[config.mk]
export PLATFORM = sky130hd
export DESIGN_NAME = rxla_top
export DESIGN_NICKNAME = d
export VERILOG_FILES = /design/src/hw/rxla_top.v
export VERILOG_INCLUDE_DIRS = /design/src /design/src/include
export SDC_FILE = /design/constraint.sdc
export NUM_CORES = 1
export LEC_CHECK = 0
export ABC_CLOCK_PERIOD_IN_PS = 37800
export BUFFER_PORTS_ARGS = -buffer_cell sky130_fd_sc_hd__clkbuf_2
export CORE_ASPECT_RATIO = 1.4
export CORE_MARGIN = 1.5
export CORE_UTILIZATION = 40
export CTS_BUF_LIST = sky130_fd_sc_hd__clkbuf_8
export CTS_CLUSTER_DIAMETER = 40
export DETAILED_ROUTE_END_ITERATION = 10
export GPL_ROUTABILITY_DRIVEN = 0
export SLEW_MARGIN = 30
export SYNTH_ARGS = -nofsm -noshare
export SYNTH_HDL_FRONTEND = slang
export SYNTH_HIERARCHICAL = 1
export SYNTH_SLANG_ARGS = --single-unit
[constraint.sdc]
create_clock -name core_clk -period 37.8 [get_ports core_clk]
set_input_delay 1.89 -clock core_clk [delete_from_list [all_inputs] [get_ports core_clk]]
set_output_delay 1.89 -clock core_clk [all_outputs]
set_load 0.01 [all_outputs]
[src/include/rxla_regs.vh]
// register offsets, field positions, reset values and timing counts of the receive alarm block
`ifndef RXLA_REGS_VH
`define RXLA_REGS_VH
// register index map (word index; byte address is index times four is not used on this port)
`define RXLA_GLOBAL_CTRL 4'h0
`define RXLA_GLOBAL_STAT 4'h1
`define RXLA_CH_BASE 4'h8
// global control fields
`define RXLA_GC_IRQ_EN 0
`define RXLA_GC_TERM_OVR 1
`define RXLA_GC_CLK_EDGE 2
`define RXLA_GC_E1_MODE 3
// per channel register fields
`define RXLA_CH_TERM_EN 0
`define RXLA_CH_IMP_LSB 1
`define RXLA_CH_RES_LSB 3
`define RXLA_CH_EXTENDED_LOS_ENABLE 5
`define RXLA_CH_MASK_LSB 8
`define RXLA_CH_STAT_LSB 16
`define RXLA_CH_CHG_LSB 20
// reset values
`define RXLA_GC_RESET 8'h00
`define RXLA_CH_RESET 8'h00
`define RXLA_MASK_RESET 4'hf
// loss of signal and all-ones counts
`define RXLA_T1_LOS_ZEROS 12'd175
`define RXLA_E1_LOS_DEFAULT 8'd32
`define RXLA_EXT_LOS_ZEROS 12'd4095
`define RXLA_E1_AIS_WINDOW 10'd511
`define RXLA_E1_AIS_MAX_ZEROS 4'd2
// t1 all-ones period in bit intervals (10 ms at 1.544 Mb/s)
`define RXLA_T1_AIS_PERIOD_BITS 15440
`define RXLA_T1_AIS_MAX_ZEROS 4'd15
`endif

[src/hw/rxla_top.v]
// receive termination, clock edge, alarm detection and interrupt logic for eight channels
`default_nettype none
`include "rxla_regs.vh"

// ----------------------------------------------------------------------
// per channel alarm detector
// ----------------------------------------------------------------------
// one channel: digital loss of signal and all-ones detection
module rxla_chan #(
  parameter T1_AIS_BITS = `RXLA_T1_AIS_PERIOD_BITS
) (
  input wire core_clk,
  input wire rst_n,
  input wire bit_en,
  input wire mark,
  input wire e1_mode,
  input wire ext_los,
  input wire [7:0] e1_los_n,
  output reg los_ff,
  output reg ais_ff
);
  reg [11:0] zrun_ff;
  reg [13:0] win_ff;
  reg [3:0] wzero_ff;
  wire [11:0] los_lim;
  wire [13:0] win_last;
  wire [3:0] zlim;
  wire win_end;
  wire [3:0] zcount;

  // zero run limit selected by line mode and extended option
  assign los_lim = ext_los ? `RXLA_EXT_LOS_ZEROS :
    (e1_mode ? {4'h0, e1_los_n} : `RXLA_T1_LOS_ZEROS);
  assign win_last = e1_mode ? {4'h0, `RXLA_E1_AIS_WINDOW} : T1_AIS_BITS[13:0] - 14'h1;
  assign zlim = e1_mode ? `RXLA_E1_AIS_MAX_ZEROS : `RXLA_T1_AIS_MAX_ZEROS;
  assign win_end = (win_ff == win_last);
  assign zcount = (!mark && wzero_ff != 4'hf) ? wzero_ff + 4'h1 : wzero_ff;

  // loss of signal: count consecutive intervals with no pulse
  always @(posedge core_clk or negedge rst_n) begin
    if (!rst_n) begin
      zrun_ff <= 12'h000;
      los_ff <= 1'b0;
    end else if (bit_en) begin
      if (mark) begin
        zrun_ff <= 12'h000;
        los_ff <= 1'b0;
      end else begin
        if (zrun_ff != 12'hfff) zrun_ff <= zrun_ff + 12'h001;
        // extended limit has no thirteenth bit: run of 4095 before this zero means 4096
        if (ext_los ? (zrun_ff == los_lim) : (zrun_ff + 12'h001 >= los_lim))
          los_ff <= 1'b1;
      end
    end
  end

  // all-ones: zero count over a fixed window, set and clear at window end
  always @(posedge core_clk or negedge rst_n) begin
    if (!rst_n) begin
      win_ff <= 14'h0000;
      wzero_ff <= 4'h0;
      ais_ff <= 1'b0;
    end else if (bit_en) begin
      if (win_end) begin
        win_ff <= 14'h0000;
        wzero_ff <= 4'h0;
        ais_ff <= (zcount <= zlim);
      end else begin
        win_ff <= win_ff + 14'h0001;
        wzero_ff <= zcount;
      end
    end
  end
endmodule // rxla_chan

// ----------------------------------------------------------------------
// top level
// ----------------------------------------------------------------------
// Summary of operation
// - two-bit impedance code picks 100, 110, 75 or 120 ohm termination
// - per-channel enable connects termination; reset leaves input high impedance
// - with override set, termination pin rules all channels; otherwise pin ignored
// - two-bit code declares external resistor: none, 240, 210, 150 ohm
// - without signal, recovered clock runs from the master clock
// - data changes on rising clock edge; edge select one picks falling
// - loss, all-ones, pattern and fifo alarms each have an interrupt mask
// - no interrupt unless global interrupt enable is set
// - a change of an enabled alarm drives interrupt low
// - status clears when read and interrupt releases high
// - interrupt pin is open drain, pulling low only
// - t1 loss declared after 175 +/- 75 intervals without pulses
// - e1 loss declared after n intervals without pulses, n 10 to 255
// - extended option needs 4096 zeros in both modes; off after reset
// - t1 all-ones meant for 99.9 percent ones over period; zero count stops at 15, so it sets at every period end
// - e1 all-ones sets with two or fewer zeros in 512 bits
// - eight independent channels
module rxla_top #(
  parameter NCH = 8,
  parameter T1_AIS_BITS = `RXLA_T1_AIS_PERIOD_BITS
) (
  input wire core_clk,
  input wire nrst,
  input wire [3:0] addr,
  input wire [31:0] wdata,
  input wire wr_stb,
  input wire rd_stb,
  output reg [31:0] rdata_ff,
  input wire term_pin,
  input wire [NCH-1:0] rx_mark,
  input wire [NCH-1:0] rx_signal_present,
  input wire [NCH-1:0] line_clk,
  input wire [NCH-1:0] prbs_pattern_detect,
  input wire [NCH-1:0] fifo_limit_status,
  input wire master_clk,
  output wire [NCH-1:0] rx_term_enable,
  output wire [2*NCH-1:0] rx_term_impedance_sel,
  output wire [2*NCH-1:0] ext_resistor_sel,
  output wire [NCH-1:0] rx_clk_out,
  output wire rx_clock_edge_sel,
  output wire irq_n_o,
  output wire irq_n_oe
);
  reg [1:0] rst_sync_ff;
  wire rst_n;
  reg [7:0] gctrl_ff;
  reg [7:0] e1_los_n_ff;
  reg [7:0] chcfg_ff [0:NCH-1];
  reg [3:0] chmask_ff [0:NCH-1];
  reg [3:0] chg_ff [0:NCH-1];
  reg [3:0] prev_ff [0:NCH-1];
  reg [2:0] pin_ff;
  reg [NCH-1:0] m1_ff, m2_ff, m3_ff, mark_ff;
  reg [NCH-1:0] c1_ff, c2_ff, c3_ff, lclk_ff, lclk_d_ff;
  reg [NCH-1:0] p1_ff, p2_ff, p3_ff, pres_ff;
  reg [2:0] mc_ff;
  reg mclk_ff, mclk_d_ff;
  wire [NCH-1:0] los, all_ones_alarm;
  wire [NCH-1:0] irq_hit;
  wire term_pin_s;
  wire mclk_rise;
  wire e1_mode;
  integer i;
  genvar g;

  // reset release through two flops
  always @(posedge core_clk or negedge nrst) begin
    if (!nrst) rst_sync_ff <= 2'b00;
    else rst_sync_ff <= {rst_sync_ff[0], 1'b1};
  end
  assign rst_n = rst_sync_ff[1];

  // ----------------------------------------------------------------------
  // pin input synchronisers
  // ----------------------------------------------------------------------
  // three flops; a change counts once stages two and three agree, but the termination pin is taken straight from stage three
  always @(posedge core_clk or negedge rst_n) begin
    if (!rst_n) begin
      pin_ff <= 3'b000;
      m1_ff <= {NCH{1'b0}}; m2_ff <= {NCH{1'b0}}; m3_ff <= {NCH{1'b0}};
      c1_ff <= {NCH{1'b0}}; c2_ff <= {NCH{1'b0}}; c3_ff <= {NCH{1'b0}};
      p1_ff <= {NCH{1'b0}}; p2_ff <= {NCH{1'b0}}; p3_ff <= {NCH{1'b0}};
      mark_ff <= {NCH{1'b0}}; lclk_ff <= {NCH{1'b0}}; lclk_d_ff <= {NCH{1'b0}};
      pres_ff <= {NCH{1'b0}};
      mc_ff <= 3'b000; mclk_ff <= 1'b0; mclk_d_ff <= 1'b0;
    end else begin
      pin_ff <= {pin_ff[1:0], term_pin};
      m1_ff <= rx_mark; m2_ff <= m1_ff; m3_ff <= m2_ff;
      c1_ff <= line_clk; c2_ff <= c1_ff; c3_ff <= c2_ff;
      p1_ff <= rx_signal_present; p2_ff <= p1_ff; p3_ff <= p2_ff;
      mc_ff <= {mc_ff[1:0], master_clk};
      if (mc_ff[1] == mc_ff[2]) mclk_ff <= mc_ff[2];
      mclk_d_ff <= mclk_ff;
      for (i = 0; i < NCH; i = i + 1) begin
        if (m2_ff[i] == m3_ff[i]) mark_ff[i] <= m3_ff[i];
        if (c2_ff[i] == c3_ff[i]) lclk_ff[i] <= c3_ff[i];
        if (p2_ff[i] == p3_ff[i]) pres_ff[i] <= p3_ff[i];
      end
      lclk_d_ff <= lclk_ff;
    end
  end
  assign term_pin_s = pin_ff[2];
  assign mclk_rise = mclk_ff & ~mclk_d_ff;
  assign e1_mode = gctrl_ff[`RXLA_GC_E1_MODE];

  // ----------------------------------------------------------------------
  // per channel datapath
  // ----------------------------------------------------------------------
  generate
    for (g = 0; g < NCH; g = g + 1) begin : ch
      wire bit_en;
      // recovered clock falls back to master clock when line is silent
      assign bit_en = pres_ff[g] ? (lclk_ff[g] & ~lclk_d_ff[g]) : mclk_rise;
      assign rx_clk_out[g] = pres_ff[g] ? lclk_ff[g] : mclk_ff;
      assign rx_term_enable[g] = gctrl_ff[`RXLA_GC_TERM_OVR] ? term_pin_s :
        chcfg_ff[g][`RXLA_CH_TERM_EN];
      assign rx_term_impedance_sel[2*g+1:2*g] =
        chcfg_ff[g][`RXLA_CH_IMP_LSB+1:`RXLA_CH_IMP_LSB];
      assign ext_resistor_sel[2*g+1:2*g] =
        chcfg_ff[g][`RXLA_CH_RES_LSB+1:`RXLA_CH_RES_LSB];
      assign irq_hit[g] = |(chg_ff[g] & ~chmask_ff[g]);
      rxla_chan #(
        .T1_AIS_BITS(T1_AIS_BITS)
      ) u_chan (
        .core_clk(core_clk),
        .rst_n(rst_n),
        .bit_en(bit_en),
        .mark(mark_ff[g]),
        .e1_mode(e1_mode),
        .ext_los(chcfg_ff[g][`RXLA_CH_EXTENDED_LOS_ENABLE]),
        .e1_los_n(e1_los_n_ff),
        .los_ff(los[g]),
        .ais_ff(all_ones_alarm[g])
      );
    end
  endgenerate

  assign rx_clock_edge_sel = gctrl_ff[`RXLA_GC_CLK_EDGE];

  // ----------------------------------------------------------------------
  // register port and change-of-status flags
  // ----------------------------------------------------------------------
  // writes, clear-on-read; a new change wins over the read clear
  always @(posedge core_clk or negedge rst_n) begin
    if (!rst_n) begin
      gctrl_ff <= `RXLA_GC_RESET;
      e1_los_n_ff <= `RXLA_E1_LOS_DEFAULT;
      for (i = 0; i < NCH; i = i + 1) begin
        chcfg_ff[i] <= `RXLA_CH_RESET;
        chmask_ff[i] <= `RXLA_MASK_RESET;
        chg_ff[i] <= 4'h0;
        prev_ff[i] <= 4'h0;
      end
    end else begin
      if (wr_stb && addr == `RXLA_GLOBAL_CTRL) begin
        gctrl_ff <= wdata[7:0];
        if (wdata[15:8] >= 8'd10) e1_los_n_ff <= wdata[15:8];
      end
      for (i = 0; i < NCH; i = i + 1) begin
        if (wr_stb && addr == `RXLA_CH_BASE + i[3:0]) begin
          chcfg_ff[i] <= wdata[7:0];
          chmask_ff[i] <= wdata[`RXLA_CH_MASK_LSB+3:`RXLA_CH_MASK_LSB];
        end
        prev_ff[i] <= {fifo_limit_status[i], prbs_pattern_detect[i], all_ones_alarm[i], los[i]};
        chg_ff[i] <= ((rd_stb && addr == `RXLA_CH_BASE + i[3:0]) ? 4'h0 : chg_ff[i]) |
          (prev_ff[i] ^ {fifo_limit_status[i], prbs_pattern_detect[i], all_ones_alarm[i], los[i]});
      end
    end
  end

  // read data one cycle after the strobe, zero otherwise
  always @(posedge core_clk or negedge rst_n) begin
    if (!rst_n) begin
      rdata_ff <= 32'h0000_0000;
    end else begin
      rdata_ff <= 32'h0000_0000;
      if (rd_stb) begin
        if (addr == `RXLA_GLOBAL_CTRL) rdata_ff <= {16'h0000, e1_los_n_ff, gctrl_ff};
        else if (addr == `RXLA_GLOBAL_STAT) rdata_ff <= {24'h000000, irq_hit};
        for (i = 0; i < NCH; i = i + 1) begin
          if (addr == `RXLA_CH_BASE + i[3:0])
            rdata_ff <= {8'h00, chg_ff[i],
              fifo_limit_status[i], prbs_pattern_detect[i], all_ones_alarm[i], los[i],
              4'h0, chmask_ff[i], chcfg_ff[i]};
        end
      end
    end
  end

  // open-drain interrupt: drive low only
  assign irq_n_o = 1'b0;
  assign irq_n_oe = gctrl_ff[`RXLA_GC_IRQ_EN] & (|irq_hit);
endmodule // rxla_top
`default_nettype wire

==> results by group <==
Die
  • Starting density of the core: 40.5%
  • Width of the chip: 243 um
  • Die area: 82,100 um2
  • I/O pin count: 165
  • Y dimension of the die: 338 um
  • Core Box Area: 79,400 um2
  • Number of core rows: 122

Timing
  • Crit share post-route: 11.7%
  • Post-Route Skew: 0.0509 ns
  • Maximum clock frequency: 226 MHz
  • RSZ-0062 raised after global routing: false
  • Tmin final: 4.43 ns
  • Count of final setup violators: 0
  • Final hold vios: 0
  • Worst-case headroom to the max-slew limit: 31.5%
  • Setup_tns: 0 ns
  • Worst slew pin tran: 1.03 ns
  • Slew Viols, Final: 0
  • Hold Slack: 0.267 ns

Yosys
  • Syn Area/Cell: 10.0 um2
  • Netlist area before placement: 32,100 um2
  • Flops & latches, synth: 570
  • Number of synthesis warnings: 6
  • Number of enable-type register cells in the synthesized netlist: 0
  • Ys flop type: dfrtp_1
  • Mapped Cells: 3,199
  • Register area share after synthesis: 44.5%
  • Async set-reset flop share out of synthesis: 100%
  • Number of unique standard cell types used by synthesis: 114

Worst setup path
  • Worst Setup Start Kind: flop
  • Critical path peak fanout: 3
  • Delay-heaviest family, CP: simple AND/OR/NAND/NOR gates
  • Worst reg2reg startpoint: gctrl_ff[3]$_DFFE_PN0P_
  • Critical Path Source: chmask_ff[17]$_DFFE_PN1P_
  • Critical path cell sequence: nor2b_1, nor4_1, nand4_1, o41a_1, clkbuf_2
  • Worst endpoint required time: 35.91 ns
  • Cell with the biggest individual delay on the critical path: dfstp_2
  • Combined buffer and inverter count along the critical path: 1
  • Critical path class: flop to primary output
  • Worst EP arrival: 2.54 ns
  • Worst setup EP type: primary output
  • CP peak stage delay: 0.57 ns

Clocking
  • CTS tree: done
  • Clock Sink Count: 570
  • Clk root buf: clkbuf_8
  • Maximum level of the CTS H-tree: 3
  • Hold buffer count at CTS: 0
  • Clock transition at the register clock pins on the worst setup and hold paths after CTS: 0.06 ns
  • Post-CTS setup-driven buffer insertion count: 0
  • Worst-Skew Late Latency: 0.75 ns
  • CTS-repair resized insts: 0
  • Maximum buffer depth of the clock tree: 3
  • Num CTS Buffers: 104

Cells and area
  • Non-Filler Cell Area, Final: 35,800 um2
  • # nets final: 3,531
  • Layout fillers: 7,619
  • Filler-free cell count of the finished design: 4,450
  • Multi-input combinational cell area: 16,400 um2
  • Area Overhead vs Synth: 11.5%
  • Footprint of the flip-flops and latches: 14,300 um2
  • Layout cell share with drive strength beyond 1: 18.7%

Placed design
  • Half-perimeter wire length of the detailed placement result: 55,100 um
  • Area after detailed placement: 33,400 um2
  • Port Buffer Count: 139
  • Placed instance count: 4,252

Outcome
  • Outcome: finished, final reports clean

Pwr
  • Internal power: 1.37 mW
  • Static leakage: 16.0 nW
  • Total chip power: 2.11 mW
  • Combinational cell fraction of total power: 25.7%
  • IR Drop Worst-Case VDD: 0.0301 mV
  • Switching fraction of total power: 35.3%
  • Power density over the cells: 58.8 nW/um2
  • Relative contribution of the clock network to total power: 31.3%
  • Net switching power: 744 uW
  • Share of power burned in registers: 43.0%

Global routing
  • Overflow left after global routing: 0
  • Pin count of the biggest net entering global routing: 176
  • Wire length of the first global-routing pass: 131,000 um
  • All-Layer GR Usage: 19.7%
  • Via count of the first global-routing pass: 23,979
  • Antenna violations before repair: 7

Detailed routing
  • Post-detailed-route DRC marker count: 0
  • Number of detailed-routing iterations run before antenna repair: 7
  • Drt first-iter violations: 1,428
  • Number of vias per cell after detailed routing: 5.46
  • Post-DR wirelength/cell: 18.2 um
  • Detailed Route WL: 80,800 um
  • Post-detailed-route count of antenna-violating nets: 0
  • Total vias in the final route: 24,284

Flow run
  • Number of max-cap violations: 0

Min path
  • Hold crit path type: flop to async pin
[cells in the mapped netlist (8+ instances only)]
cell type,number,area (um2)
or4_1,14,105
a211o_1,14,123
a21o_1,50,375
nand4_1,72,450
maj3_1,25,250
mux2_4,10,150
nand3_1,140,701
nor2b_1,74,463
xnor2_1,102,893
nand2_1,328,1230
a31oi_1,45,282
nand4b_1,13,114
buf_4,72,541
nor3_1,64,320
o22ai_1,16,100
dfrtp_1,537,13400
nand3b_1,8,60.1
or3_1,10,62.6
a221oi_1,13,114
or2_2,9,56.3
and2_1,10,62.6
buf_6,11,124
xor2_1,90,788
mux2_2,139,1570
buf_2,41,205
o21ai_0,148,741
a22o_1,17,149
o21a_1,10,75.1
mux2i_1,31,310
a21oi_1,126,631
nand2b_1,31,194
and4_1,9,78.8
and3_1,54,338
clkbuf_1,55,206
inv_1,112,420
a211oi_1,19,143
o21ai_1,34,170
nor4b_1,17,149
nor4_1,19,119
ha_1,144,1800
nor3b_1,22,165
a32oi_1,9,78.8
nor2_1,179,672
dfstp_2,33,867
[registers in the layout, indices dropped and copies added (netlist names), 16 cells and up]
signal                 flops
rdata_ff                  24
chcfg_ff                  32
ch.u_chan/win_ff         112
ext_resistor_sel          16
ch.u_chan/wzero_ff        32
ch.u_chan/zrun_ff         96
rx_term_impedance_sel     16
chg_ff                    32
chmask_ff                 32
prev_ff                   32
[routing by layer]
layer	share of wire [%]	up-vias	GRT usage, %
li1	-	11734	-
met1	43	11802	24.7
met2	48	573	33.2
met3	5.5	163	3.95
met4	3.0	12	7.65
met5	0.093	-	0
[path summary, 6_finish.rpt]
check / end / slack [ns] / cells past startpoint
setup / recovery: irq_n_oe / 33.37 / 5
hold / removal: c1_ff[1]$_DFF_PN0_ / 0.27 / 0
max in group asynchronous: ch[2].u_chan/wzero_ff[1]$_DFFE_PN0P_ / 34.79 / 4
min in group core_clk: c2_ff[7]$_DFF_PN0_ / 0.34 / 0
setup reg to reg: ch[6].u_chan/los_ff$_DFFE_PN0P_ / 34.52 / 9
hold reg to reg: c1_ff[1]$_DFF_PN0_ / 0.27 / 0
[metrics by stage]
stage | util, % | setup WS (ns)
detailed placement | 42.1 | 33.23
finish | 45.2 | 33.37
global placement | 42.1 | 33.20
global route | 45.1 | 33.28
CTS | 45.1 | 33.27
floorplan | - | 20.79
[logic make-up after synthesis]
group	Yosys count	synth area share, %
buffers and inverters	301	4.77
xor gates and xnor gates	192	5.23
AOI/OAI and AO/OA	620	13.0
muxes	186	6.62
other	2	0.0234
DFF	570	44.5
and+or+nand+nor	1159	19.5
adders and majority gates	169	6.38
[power by group through the flow]
stage	logic, mW	registers, mW	clock network (mW)
finish	0.543	0.906	0.660
detailed placement	0.545	0.915	0
global placement	0.529	0.913	0
CTS	0.548	0.905	0.681
global route	0.623	0.929	0.707
floorplan	0.469	0.850	0
[placed cells by master, fill, tap and decap left out, drive strengths merged, types with 127 or more instances in the layout]
master	n
dfrtp	537
o21ai	189
mux2	152
a21oi	127
nor2	192
clkbuf	257
nand2	330
inv	146
nand3	141
ha	144
[cell type report]
cell class,instances,area share (%)
Clock buffer,119,4.57
Multi-Input combinational cell,2336,45.6
Timing Repair Buffer,178,2.97
Clock inverter,75,2.00
Antenna cell,3,0.0209
Inverter,115,1.20
Tap cell,1054,3.68
Sequential cell,570,39.9
Note: power is estimated with default switching activity, not from simulation.
